[config.mk]
export PLATFORM = sky130hd
export DESIGN_NAME = tacr_core
export DESIGN_NICKNAME = d
export VERILOG_FILES = /design/src/inc/tacr_pkg.sv /design/src/rtl/tacr_core.sv /design/src/rtl/tacr_delay.sv
export VERILOG_INCLUDE_DIRS = /design/src /design/src/inc
export SDC_FILE = /design/constraint.sdc
export NUM_CORES = 1
export LEC_CHECK = 0
export BUFFER_PORTS_ARGS = -buffer_cell sky130_fd_sc_hd__buf_2
export CELL_PAD_IN_SITES_DETAIL_PLACEMENT = 0
export CELL_PAD_IN_SITES_GLOBAL_PLACEMENT = 1
export CORE_MARGIN = 1.5
export CORE_UTILIZATION = 39
export CTS_BUF_LIST = sky130_fd_sc_hd__clkbuf_2 sky130_fd_sc_hd__clkbuf_4 sky130_fd_sc_hd__clkbuf_8
export DETAILED_ROUTE_END_ITERATION = 10
export GPL_ROUTABILITY_DRIVEN = 0
export PLACE_DENSITY = 0.9
export SYNTH_ARGS = -nofsm -noshare
export SYNTH_HDL_FRONTEND = slang
export SYNTH_HIERARCHICAL = 1
export SYNTH_SLANG_ARGS = --single-unit
[constraint.sdc]
create_clock -name clk_sys_in -period 3 [get_ports clk_sys_in]
set_input_delay 0.3 -clock clk_sys_in [delete_from_list [all_inputs] [get_ports clk_sys_in]]
set_output_delay 0.3 -clock clk_sys_in [all_outputs]
set_load 0.01 [all_outputs]
[src/inc/tacr_params.svh]
`ifndef TACR_PARAMS_SVH
`define TACR_PARAMS_SVH

`define TACR_ERR_OPTION 8'h03
`define TACR_ERR_GENERIC 8'h0F
`define TACR_ERR_BLK_NA 8'h10
`define TACR_ERR_BLK_RELOCK 8'h11
`define TACR_ERR_BLK_LOCKED 8'h12
`define TACR_ERR_PROG_FAIL 8'h13
`define TACR_ERR_LOCK_FAIL 8'h14
`define TACR_CMD_INVENTORY 8'h01
`define TACR_CMD_FAST_INV_INIT 8'hC1
`define TACR_CMD_FAST_INITIATE 8'hC2
`define TACR_CMD_INV_INIT 8'hD1
`define TACR_CMD_INITIATE 8'hD2
`define TACR_FLAG_FAMILY 4
`define TACR_FLAG_SLOTSEL 5
`define TACR_SLOTS_MANY 5'h10
`define TACR_LAST_SLOT 4'hF
`define TACR_IDX_WIDTH_MANY 7'h04
`define TACR_MASK_MAX_BITS 7'h40
`define TACR_T1_NS 320900
`define TACR_CLK_NS 40
`define TACR_T1_CYCLES ((`TACR_T1_NS) / (`TACR_CLK_NS))

`endif

[src/inc/tacr_pkg.sv]
package tacr_pkg;
  typedef enum logic [2:0] {
    TACR_ERR_NONE_CAUSE = 3'h0,
    TACR_ERR_OPTION_CAUSE = 3'h1,
    TACR_ERR_BLOCK_NA_CAUSE = 3'h2,
    TACR_ERR_RELOCK_CAUSE = 3'h3,
    TACR_ERR_LOCKED_CAUSE = 3'h4,
    TACR_ERR_PROG_CAUSE = 3'h5,
    TACR_ERR_LOCKFAIL_CAUSE = 3'h6,
    TACR_ERR_OTHER_CAUSE = 3'h7
  } tacr_cause_type;

  typedef struct packed {
    logic [7:0] flags;
    logic [7:0] command;
    logic [7:0] family_id;
    logic [7:0] mask_len;
    logic [63:0] mask;
  } tacr_request_type;

  typedef struct packed {
    logic [7:0] flags;
    logic [7:0] error_code;
    logic error_present;
  } tacr_header_type;
endpackage : tacr_pkg

[src/rtl/tacr_core.sv]
// Function
// - Flag bit 0 set on error; error code byte then follows
// - Flag byte eight bits, extension and reserved bits zero
// - Error code valid only when the error bit is set
// - Code 03h unsupported option, 0Fh unspecified error
// - Codes 10h, 11h, 12h for block unavailable, relock, locked
// - Codes 13h program failure, 14h lock failure
// - No other error code value is ever emitted
// - Mask length counts bits; mask 0 to 8 bytes, LSB first
// - Short masks padded with zeros at top to byte boundary
// - Request: flags, command, optional family id, length, mask, CRC
// - Slot select set: one slot, no index; else 16 slots
// - Answer when low UID bits match slot index over mask
// - Slot 0 after request end; each end-of-frame advances index (code ignores an end-of-frame during the response delay)
// - Start-of-frame aborts the sequence; new request is processed
// - Each inventory request restarts slot index at zero (code takes a request only when idle and ignores one that arrives mid-sequence)
// - Initiated bit set by initiate; gates initiated inventory
// - Fast variants double the response data rate
// - No reply to an inventory request that carries an error
// - Wait the nominal response delay after each end-of-frame
`timescale 1ns/1ps
`include "tacr_params.svh"

module tacr_core #(
  parameter int unsigned T1_CYCLES = `TACR_T1_CYCLES,
  parameter logic [63:0] UID = 64'h0123_4567_89AB_CDEF
) (
  input wire logic clk_sys_in,
  input wire logic rst_in,
  input wire logic req_valid_in,
  input wire tacr_pkg::tacr_request_type req_in,
  input wire logic req_error_in,
  input wire logic sof_in,
  input wire logic eof_in,
  input wire tacr_pkg::tacr_cause_type cause_in,
  input wire logic cause_valid_in,
  output tacr_pkg::tacr_header_type header_out,
  output logic reply_out,
  output logic [3:0] slot_index_out,
  output logic active_out,
  output logic initiated_out,
  output logic fast_rate_out
);
  import tacr_pkg::*;

  typedef enum logic [2:0] {
    TACR_IDLE = 3'b001,
    TACR_WAIT = 3'b010,
    TACR_SLOT = 3'b100
  } tacr_state_type;

  tacr_state_type state_reg;
  logic [3:0] slot_index_reg;
  logic slot_count_select_reg;
  logic [6:0] mask_bits_reg;
  logic [63:0] mask_reg;
  logic timer_start;
  logic timer_abort;
  logic timer_done;
  logic match;
  logic [6:0] slot_index_width;
  logic [63:0] compare_value;
  logic [63:0] compare_mask;
  logic [7:0] code_next;
  logic is_inventory;
  logic inventory_ok;
  logic [63:0] mask_keep;
  logic [23:0] wait_cycles_reg;

  // Cycle count rounds down from the nominal delay
  tacr_delay #(.CYCLES(T1_CYCLES)) u_delay (
    .clk_sys_in(clk_sys_in),
    .rst_in(rst_in),
    .start_in(timer_start),
    .abort_in(timer_abort),
    .done_out(timer_done)
  );

  always_comb begin
    case (cause_in)
      TACR_ERR_OPTION_CAUSE: code_next = `TACR_ERR_OPTION;
      TACR_ERR_BLOCK_NA_CAUSE: code_next = `TACR_ERR_BLK_NA;
      TACR_ERR_RELOCK_CAUSE: code_next = `TACR_ERR_BLK_RELOCK;
      TACR_ERR_LOCKED_CAUSE: code_next = `TACR_ERR_BLK_LOCKED;
      TACR_ERR_PROG_CAUSE: code_next = `TACR_ERR_PROG_FAIL;
      TACR_ERR_LOCKFAIL_CAUSE: code_next = `TACR_ERR_LOCK_FAIL;
      default: code_next = `TACR_ERR_GENERIC;
    endcase
  end

  // Header for non-inventory responses; the code is zero when unused
  always_ff @(posedge clk_sys_in or posedge rst_in) begin
    if (rst_in) begin
      header_out <= '0;
    end else if (cause_valid_in) begin
      header_out.flags <= 8'h00;
      if (cause_in != TACR_ERR_NONE_CAUSE) begin
        header_out.flags[0] <= 1'b1;
        header_out.error_code <= code_next;
        header_out.error_present <= 1'b1;
      end else begin
        header_out.error_code <= 8'h00;
        header_out.error_present <= 1'b0;
      end
    end
  end

  assign is_inventory = (req_in.command == `TACR_CMD_INVENTORY) ||
                        (req_in.command == `TACR_CMD_INV_INIT) ||
                        (req_in.command == `TACR_CMD_FAST_INV_INIT);
  // Requests are taken only at rest; a start-of-frame in the same cycle wins
  assign inventory_ok = req_valid_in && !req_error_in && is_inventory &&
                        (state_reg == TACR_IDLE) && !sof_in &&
                        (req_in.mask_len <= {1'b0, `TACR_MASK_MAX_BITS}) &&
                        ((req_in.command == `TACR_CMD_INVENTORY) || initiated_out);

  // Initiated bit and fast rate selection
  always_ff @(posedge clk_sys_in or posedge rst_in) begin
    if (rst_in) begin
      initiated_out <= 1'b0;
      fast_rate_out <= 1'b0;
    end else if (req_valid_in && !req_error_in) begin
      if (req_in.command == `TACR_CMD_INITIATE || req_in.command == `TACR_CMD_FAST_INITIATE) begin
        initiated_out <= 1'b1;
      end
      fast_rate_out <= (req_in.command == `TACR_CMD_FAST_INITIATE) ||
                       (req_in.command == `TACR_CMD_FAST_INV_INIT);
    end
  end

  // Comparison: index sits just above the significant mask bits
  assign slot_index_width = slot_count_select_reg ? 7'h00 : `TACR_IDX_WIDTH_MANY;
  always_comb begin
    compare_value = mask_reg | (64'(slot_index_reg) << mask_bits_reg);
    compare_mask = 64'hFFFF_FFFF_FFFF_FFFF;
    if ((mask_bits_reg + slot_index_width) < 7'h40) begin
      compare_mask = ~(64'hFFFF_FFFF_FFFF_FFFF << (mask_bits_reg + slot_index_width));
    end
  end
  assign match = ((UID ^ compare_value) & compare_mask) == 64'h0000_0000_0000_0000;

  // Padding above the mask length is cleared so it never takes part
  always_ff @(posedge clk_sys_in or posedge rst_in) begin
    if (rst_in) begin
      mask_reg <= 64'h0000_0000_0000_0000;
      mask_bits_reg <= 7'h00;
      slot_count_select_reg <= 1'b0;
    end else if (inventory_ok) begin
      mask_bits_reg <= req_in.mask_len[6:0];
      slot_count_select_reg <= req_in.flags[`TACR_FLAG_SLOTSEL];
      if (req_in.mask_len[6:0] >= 7'h40) begin
        mask_reg <= req_in.mask;
      end else begin
        mask_reg <= req_in.mask & ~(64'hFFFF_FFFF_FFFF_FFFF << req_in.mask_len[6:0]);
      end
    end
  end

  assign timer_start = (state_reg == TACR_IDLE && inventory_ok) ||
                       (state_reg == TACR_SLOT && eof_in && !sof_in &&
                        !slot_count_select_reg && slot_index_reg != `TACR_LAST_SLOT);
  assign timer_abort = sof_in;

  always_ff @(posedge clk_sys_in or posedge rst_in) begin
    if (rst_in) begin
      state_reg <= TACR_IDLE;
      slot_index_reg <= 4'h0;
    end else begin
      case (state_reg)
        TACR_IDLE: begin
          if (inventory_ok) begin
            slot_index_reg <= 4'h0;
            state_reg <= TACR_WAIT;
          end
        end
        TACR_WAIT: begin
          if (sof_in) begin
            state_reg <= TACR_IDLE;
          end else if (timer_done) begin
            state_reg <= TACR_SLOT;
          end
        end
        TACR_SLOT: begin
          if (sof_in) begin
            state_reg <= TACR_IDLE;
          end else if (eof_in) begin
            if (!slot_count_select_reg && slot_index_reg != `TACR_LAST_SLOT) begin
              slot_index_reg <= slot_index_reg + 4'h1;
              state_reg <= TACR_WAIT;
            end else begin
              state_reg <= TACR_IDLE;
            end
          end
        end
        default: state_reg <= TACR_IDLE;
      endcase
    end
  end

  // Reply strobe one cycle when a slot opens and the UID matches
  always_ff @(posedge clk_sys_in or posedge rst_in) begin
    if (rst_in) begin
      reply_out <= 1'b0;
      slot_index_out <= 4'h0;
      active_out <= 1'b0;
    end else begin
      reply_out <= (state_reg == TACR_WAIT) && timer_done && !sof_in && match;
      slot_index_out <= slot_index_reg;
      active_out <= (state_reg != TACR_IDLE);
    end
  end

  // Checker helpers only; the delay block is checked against a count of its own
  for (genvar b = 0; b < 64; b++) begin : g_mask_keep
    assign mask_keep[b] = (7'(b) < mask_bits_reg);
  end

  always_ff @(posedge clk_sys_in or posedge rst_in) begin
    if (rst_in) begin
      wait_cycles_reg <= 24'h00_0000;
    end else if (state_reg == TACR_WAIT) begin
      wait_cycles_reg <= wait_cycles_reg + 24'h00_0001;
    end else begin
      wait_cycles_reg <= 24'h00_0000;
    end
  end

  chk_header_zero_bits: assert property (@(posedge clk_sys_in) disable iff (rst_in)
    header_out.flags[7:1] == 7'h00) else $error("reserved flag bits set");
  chk_error_code_gate: assert property (@(posedge clk_sys_in) disable iff (rst_in)
    header_out.error_present == header_out.flags[0]) else $error("error code presence mismatch");
  chk_error_code_set: assert property (@(posedge clk_sys_in) disable iff (rst_in)
    header_out.error_present |-> header_out.error_code inside {8'h03, 8'h0F, 8'h10, 8'h11, 8'h12, 8'h13, 8'h14})
    else $error("reserved error code");
  chk_option_code: assert property (@(posedge clk_sys_in) disable iff (rst_in)
    cause_valid_in && cause_in == TACR_ERR_OPTION_CAUSE |=> header_out.error_code == 8'h03)
    else $error("bad option code");
  chk_prog_code: assert property (@(posedge clk_sys_in) disable iff (rst_in)
    cause_valid_in && cause_in == TACR_ERR_PROG_CAUSE |=> header_out.error_code == 8'h13)
    else $error("bad program code");
  chk_locked_code: assert property (@(posedge clk_sys_in) disable iff (rst_in)
    cause_valid_in && cause_in == TACR_ERR_LOCKED_CAUSE |=> header_out.error_code == 8'h12)
    else $error("bad locked code");
  chk_error_bit: assert property (@(posedge clk_sys_in) disable iff (rst_in)
    cause_valid_in |=> header_out.flags[0] == ($past(cause_in) != TACR_ERR_NONE_CAUSE))
    else $error("error bit wrong");
  chk_sof_abort: assert property (@(posedge clk_sys_in) disable iff (rst_in)
    sof_in |=> state_reg == TACR_IDLE) else $error("sequence not aborted");
  chk_restart_zero: assert property (@(posedge clk_sys_in) disable iff (rst_in)
    state_reg == TACR_IDLE && inventory_ok |=> slot_index_reg == 4'h0) else $error("slot not restarted");
  chk_single_slot: assert property (@(posedge clk_sys_in) disable iff (rst_in)
    slot_count_select_reg |-> slot_index_reg == 4'h0) else $error("single slot advanced");
  chk_initiated_gate: assert property (@(posedge clk_sys_in) disable iff (rst_in)
    state_reg == TACR_IDLE && req_valid_in && req_in.command == 8'hD1 && !initiated_out |=> state_reg == TACR_IDLE)
    else $error("uninitiated tag answered");
  chk_error_silent: assert property (@(posedge clk_sys_in) disable iff (rst_in)
    state_reg == TACR_IDLE && req_valid_in && req_error_in |=> state_reg == TACR_IDLE)
    else $error("erroneous request ran");
  chk_reply_delay: assert property (@(posedge clk_sys_in) disable iff (rst_in)
    reply_out |-> $past(state_reg) == TACR_WAIT) else $error("reply without delay");

  // Error header checks
  chk_absent_code: assert property (@(posedge clk_sys_in) disable iff (rst_in)
    cause_valid_in && cause_in == TACR_ERR_BLOCK_NA_CAUSE |=> header_out.error_code == 8'h10)
    else $error("bad absent block code");
  chk_relock_code: assert property (@(posedge clk_sys_in) disable iff (rst_in)
    cause_valid_in && cause_in == TACR_ERR_RELOCK_CAUSE |=> header_out.error_code == 8'h11)
    else $error("bad relock code");
  chk_lockfail_code: assert property (@(posedge clk_sys_in) disable iff (rst_in)
    cause_valid_in && cause_in == TACR_ERR_LOCKFAIL_CAUSE |=> header_out.error_code == 8'h14)
    else $error("bad lock failure code");
  chk_generic_code: assert property (@(posedge clk_sys_in) disable iff (rst_in)
    cause_valid_in && cause_in == TACR_ERR_OTHER_CAUSE |=> header_out.error_code == 8'h0F)
    else $error("bad generic code");
  chk_no_error_code: assert property (@(posedge clk_sys_in) disable iff (rst_in)
    cause_valid_in && cause_in == TACR_ERR_NONE_CAUSE |=> !header_out.error_present)
    else $error("error code present without error");
  chk_header_hold: assert property (@(posedge clk_sys_in) disable iff (rst_in)
    !cause_valid_in |=> $stable(header_out))
    else $error("header changed without load");

  // Slot sequencing checks
  chk_inventory_start: assert property (@(posedge clk_sys_in) disable iff (rst_in)
    inventory_ok |=> state_reg == TACR_WAIT)
    else $error("inventory not started");
  chk_slot_advance: assert property (@(posedge clk_sys_in) disable iff (rst_in)
    state_reg == TACR_SLOT && eof_in && !sof_in && !slot_count_select_reg && slot_index_reg != `TACR_LAST_SLOT
    |=> state_reg == TACR_WAIT && slot_index_reg == $past(slot_index_reg) + 4'h1)
    else $error("slot did not advance");
  chk_last_slot_end: assert property (@(posedge clk_sys_in) disable iff (rst_in)
    state_reg == TACR_SLOT && eof_in && !sof_in && (slot_count_select_reg || slot_index_reg == `TACR_LAST_SLOT)
    |=> state_reg == TACR_IDLE)
    else $error("sequence ran past last slot");
  chk_slot_hold: assert property (@(posedge clk_sys_in) disable iff (rst_in)
    state_reg == TACR_WAIT |=> $stable(slot_index_reg))
    else $error("slot index moved while waiting");
  chk_width_select: assert property (@(posedge clk_sys_in) disable iff (rst_in)
    inventory_ok && req_in.flags[`TACR_FLAG_SLOTSEL] |=> slot_index_width == 7'h00)
    else $error("single slot still indexed");
  chk_delay_length: assert property (@(posedge clk_sys_in) disable iff (rst_in)
    state_reg == TACR_WAIT && timer_done |-> wait_cycles_reg == T1_CYCLES[23:0])
    else $error("response delay length wrong");
  chk_timer_idle: assert property (@(posedge clk_sys_in) disable iff (rst_in)
    timer_done |-> state_reg == TACR_WAIT)
    else $error("delay ended outside a wait");
  chk_reply_timing: assert property (@(posedge clk_sys_in) disable iff (rst_in)
    reply_out |-> $past(wait_cycles_reg) == T1_CYCLES[23:0])
    else $error("reply at wrong time");
  chk_reply_once: assert property (@(posedge clk_sys_in) disable iff (rst_in)
    reply_out |=> !reply_out)
    else $error("reply longer than one cycle");
  chk_reply_active: assert property (@(posedge clk_sys_in) disable iff (rst_in)
    reply_out |-> active_out)
    else $error("reply outside a sequence");

  // Request gating checks
  chk_mask_padding: assert property (@(posedge clk_sys_in) disable iff (rst_in)
    (mask_reg & ~mask_keep) == 64'h0000_0000_0000_0000)
    else $error("mask padding not cleared");
  chk_mask_load: assert property (@(posedge clk_sys_in) disable iff (rst_in)
    inventory_ok |=> mask_bits_reg == $past(req_in.mask_len[6:0]))
    else $error("mask length not loaded");
  chk_request_ignored: assert property (@(posedge clk_sys_in) disable iff (rst_in)
    state_reg != TACR_IDLE |=> $stable(mask_reg) && $stable(mask_bits_reg) && $stable(slot_count_select_reg))
    else $error("request taken while running");
  chk_oversize_mask: assert property (@(posedge clk_sys_in) disable iff (rst_in)
    state_reg == TACR_IDLE && req_valid_in && req_in.mask_len > 8'h40 |=> state_reg == TACR_IDLE)
    else $error("oversize mask accepted");
  chk_refused_command: assert property (@(posedge clk_sys_in) disable iff (rst_in)
    state_reg == TACR_IDLE && req_valid_in && !is_inventory |=> state_reg == TACR_IDLE)
    else $error("non-inventory command ran");
  chk_fast_variant_gate: assert property (@(posedge clk_sys_in) disable iff (rst_in)
    state_reg == TACR_IDLE && req_valid_in && req_in.command == 8'hC1 && !initiated_out |=> state_reg == TACR_IDLE)
    else $error("uninitiated tag answered fast");
  chk_initiated_keep: assert property (@(posedge clk_sys_in) disable iff (rst_in)
    initiated_out |=> initiated_out)
    else $error("initiated bit lost");
  chk_initiate_set: assert property (@(posedge clk_sys_in) disable iff (rst_in)
    req_valid_in && !req_error_in && (req_in.command == 8'hD2 || req_in.command == 8'hC2) |=> initiated_out)
    else $error("initiate not recorded");
  chk_fast_rate: assert property (@(posedge clk_sys_in) disable iff (rst_in)
    req_valid_in && !req_error_in
    |=> fast_rate_out == ($past(req_in.command) == 8'hC2 || $past(req_in.command) == 8'hC1))
    else $error("response rate wrong");
endmodule : tacr_core

[src/rtl/tacr_delay.sv]
`timescale 1ns/1ps
`include "tacr_params.svh"

module tacr_delay #(
  parameter int unsigned CYCLES = `TACR_T1_CYCLES
) (
  input wire logic clk_sys_in,
  input wire logic rst_in,
  input wire logic start_in,
  input wire logic abort_in,
  output logic done_out
);
  logic [23:0] count_reg;
  logic busy_reg;

  always_ff @(posedge clk_sys_in or posedge rst_in) begin
    if (rst_in) begin
      count_reg <= 24'h00_0000;
      busy_reg <= 1'b0;
      done_out <= 1'b0;
    end else begin
      done_out <= 1'b0;
      if (abort_in) begin
        busy_reg <= 1'b0;
      end else if (start_in) begin
        busy_reg <= 1'b1;
        count_reg <= 24'h00_0001;
      end else if (busy_reg) begin
        if (count_reg >= CYCLES[23:0]) begin
          busy_reg <= 1'b0;
          done_out <= 1'b1;
        end else begin
          count_reg <= count_reg + 24'h00_0001;
        end
      end
    end
  end
endmodule : tacr_delay

==> results.md <==
- Clock Skews: 12.68 ps
- Max FO, Critical Path: 5
- DRC: 0
- Ant diodes: 0
- Worst path bufs/invs: 2
- Layout cells sized above 1: 25.50%
- Routed length per instance: 19.26 microns
- Site Rows: 50
- Synth async-reset ratio: 100.0%
- Yosys cell types: 87
- Max-slew headroom: 35.15%
- CP Launch Type: flop
- Data arrival, critical path: 3280 ps
- Initial core utilization: 39.85%
- Core area: 18770 sq um
- Max cap viols: 0
- Leakage power: 4.148 nW
- Largest net degree at the start of global routing: 142
- Synth area leader: dfrtp_1
- Via density: 5.915
- Data required, critical path: 3360 ps
- Post-synthesis sequential area ratio: 39.84%
- WS Path Type: flop to flop
- Mapped Area: 7478 sq um
- Grt total ovfl: 0
- Layout area overhead: 21.37%
- Clk sinks: 119
- CP endpoint kind: flop
- Yosys warnings: 6
- Final Hold Fails: 0
- Maximum buffer depth of the clock tree: 2
- Crit path max-delay cell type: or4_4
- Post-DP HPWL: 18450 microns
- Delay of the slowest critical-path stage: 540 ps
- Util after Layout: 48.36%
- Multi-input gate area: 4159 sq um
- Num ports: 131
- Overall routing resource usage: 25.20%
- H-Tree Depth: 4
- Placed Area: 8526 sq um
- CTS buffer count: 17
- DIE WIDTH: 141.5 microns
- Die footprint: 20020 sq um
- Status: completed
- Final setup violation count: 0
- Worst-Skew Late Latency: 460 ps
- Global-route wire length before repair: 38840 microns
- Worst-Margin Slew: 971.7 ps
- CP cell instances: inv_1 > ha_2 > ha_4 > or3_4 > o22ai_4 > buf_6 > a221oi_1 > nor4_1 > nand4_1 > or4_4 > nor4_4
- Pre-CTS WS: -146.7 ps
- Fin area: 9076 sq um
- FF+latch count, synth: 119
- Setup TNS: 0 ps
- Die height: 141.5 microns
- Number of global-route vias before repair: 7083
- DR iter-0 viols: 793
- Maximum vdd drop: 0.2325 mV
- Routed Antenna Nets: 0
- Peak Freq: 0.3428 GHz
- CTS root buf: clkbuf_8
- Seq. cell area: 2979 sq um
- Vias after detailed routing: 7553
- Final worst slack: 82.57 ps
- Main synth FF type: dfrtp_1
- Fin crit period: 2917 ps
- CTS tree: built
- Mapped Cells: 898
- Delay-heaviest family, CP: simple AND/OR/NAND/NOR gates
- HP Class: input pin to flop
- Max reg flops: 64
- Synth top area share: 39.48%
- Port bufs: 105
- Pwr/cell area: 400.7 nW/um^2
- Drt total wl: 24590 microns
- Final nets: 1141
- Fill cells: 1840
- DRT Pass-1 Iters: 9
- Antenna violations before repair: 0
- Synth area leaders: dfrtp_1 (39%), o21ai_0 (7.8%), nand2_1 (7.0%)
- CTS clock-pin slew for the worst setup and hold paths: 80 ps
- Fin. max-slew vios: 0
- Period utilization: 97.25%
- Syn avg cell area: 8.328 sq um
- EDFF count, synth: 0
[worst reg2reg max path, stage by stage (launching register included)]
cell,delay [ps]
dfrtp_1,350
inv_1,50
ha_2,200
ha_4,180
or3_4,420
o22ai_4,230
buf_6,150
a221oi_1,80
nor4_1,360
nand4_1,140
or4_4,540
nor4_4,130
[area by class of cell]
type / count / area share, %
flip-flops and latches: 119 / 32.82
repair buffers: 180 / 12.77
multi-input cells: 696 / 45.82
well taps: 234 / 3.226
inverters: 16 / 0.6893
clock buffers: 24 / 3.364
clock inverters: 8 / 1.310
[timing repair]
action	in CTS	in global routing
hold buffers	1	0
gates cloned	0	1
resized for setup	8	11
endpoints found under the setup margin	1	1
buffers inserted	2	1
pin swaps	3	6
hold endpoints to repair	25	0
[kinds of logic (layout without fill, tap and decap cells)]
family / Yosys count / after routing / synth area share [%]
simple gates: 326 / 326 / 21.65
compound gates: 324 / 324 / 27.09
flops: 119 / 119 / 39.84
buf+inv: 92 / 228 / 6.090
mux: 19 / 19 / 2.995
xor+xnor: 9 / 9 / 1.054
fa+ha+maj: 8 / 8 / 1.238
other cells: 1 / 10 / 0.05014
[report_power, final]
group	internal [mW]	switching [mW]	leakage (nW)
combinational	0.157	0.243	2.29
clock	0.922	0.644	0.225
sequential	1.64	0.0279	1.63
total	2.72	0.915	4.15
[stage by stage]
step                total power [mW]  instances  hold slack, ps
finish                         3.637       1277           41.53
global route                   3.781       1277           40.78
CTS                            3.661       1275           25.10
detailed placement             2.096       1240           327.2
global placement               2.089       1240           318.0
floorplan                      1.927        907           340.0
[Yosys cell counts, drive strengths merged (5+ instances only)]
cell type and count:
and2 22, o31ai 6, a31oi 15, nand4 8, a21oi 82, a2111oi 5
nor4 10, inv 15, nor2b 13, o22ai 6, a211oi 9, nor2 36
buf 30, clkbuf 46, ha 5, nand2b 12, or2 11, a21o 15
a221oi 13, nand3 24, o21a 10, a221o 6, and3 17, xor2 5
nand2 140, nor3 15, mux2 14, dfrtp 118, o21ai 118
[cell usage in the layout (no fill, tap or decap), types with 6 or more instances in the layout]
cell	Yosys	final
nand2_1	140	140
dfrtp_1	118	118
o21ai_0	116	114
buf_2	9	106
a21oi_1	81	81
buf_4	14	66
nor2_1	36	35
nand3_1	24	23
and2_1	21	21
clkbuf_8	0	20
and3_1	17	17
a31oi_1	15	15
a21o_1	15	15
nor3_1	14	14
inv_1	15	14
mux2_2	13	13
nand2b_1	12	12
nor2b_1	12	12
a221oi_1	13	11
o21a_1	10	10
conb_1	1	10
nor4_1	9	8
or2_2	8	8
nand4_1	8	8
a211oi_1	8	7
o31ai_1	6	6
[worst paths after layout]
check	start	endpoint	slack [ps]	depth (start not counted)
worst min-delay path	req_in[84]	fast_rate_out	40	2
min in group asynchronous	rst_in	initiated_out	380	3
worst max-delay path	slot_count_select_reg	reply_out	80	11
worst max register to register	slot_count_select_reg	reply_out	80	11
worst min register to register	mask_reg[28]	mask_reg[28]	490	2
max in group asynchronous	rst_in	u_delay/count_reg[12]	1750	3
[layer usage]
metal | global-route usage, % | share of wire [%]
met1 | 36.13 | 44
met3 | 5.771 | 9.5
met5 | 0 | 0
met4 | 11.72 | 4.4
met2 | 35.99 | 42
(Power assumes the default switching activity.)
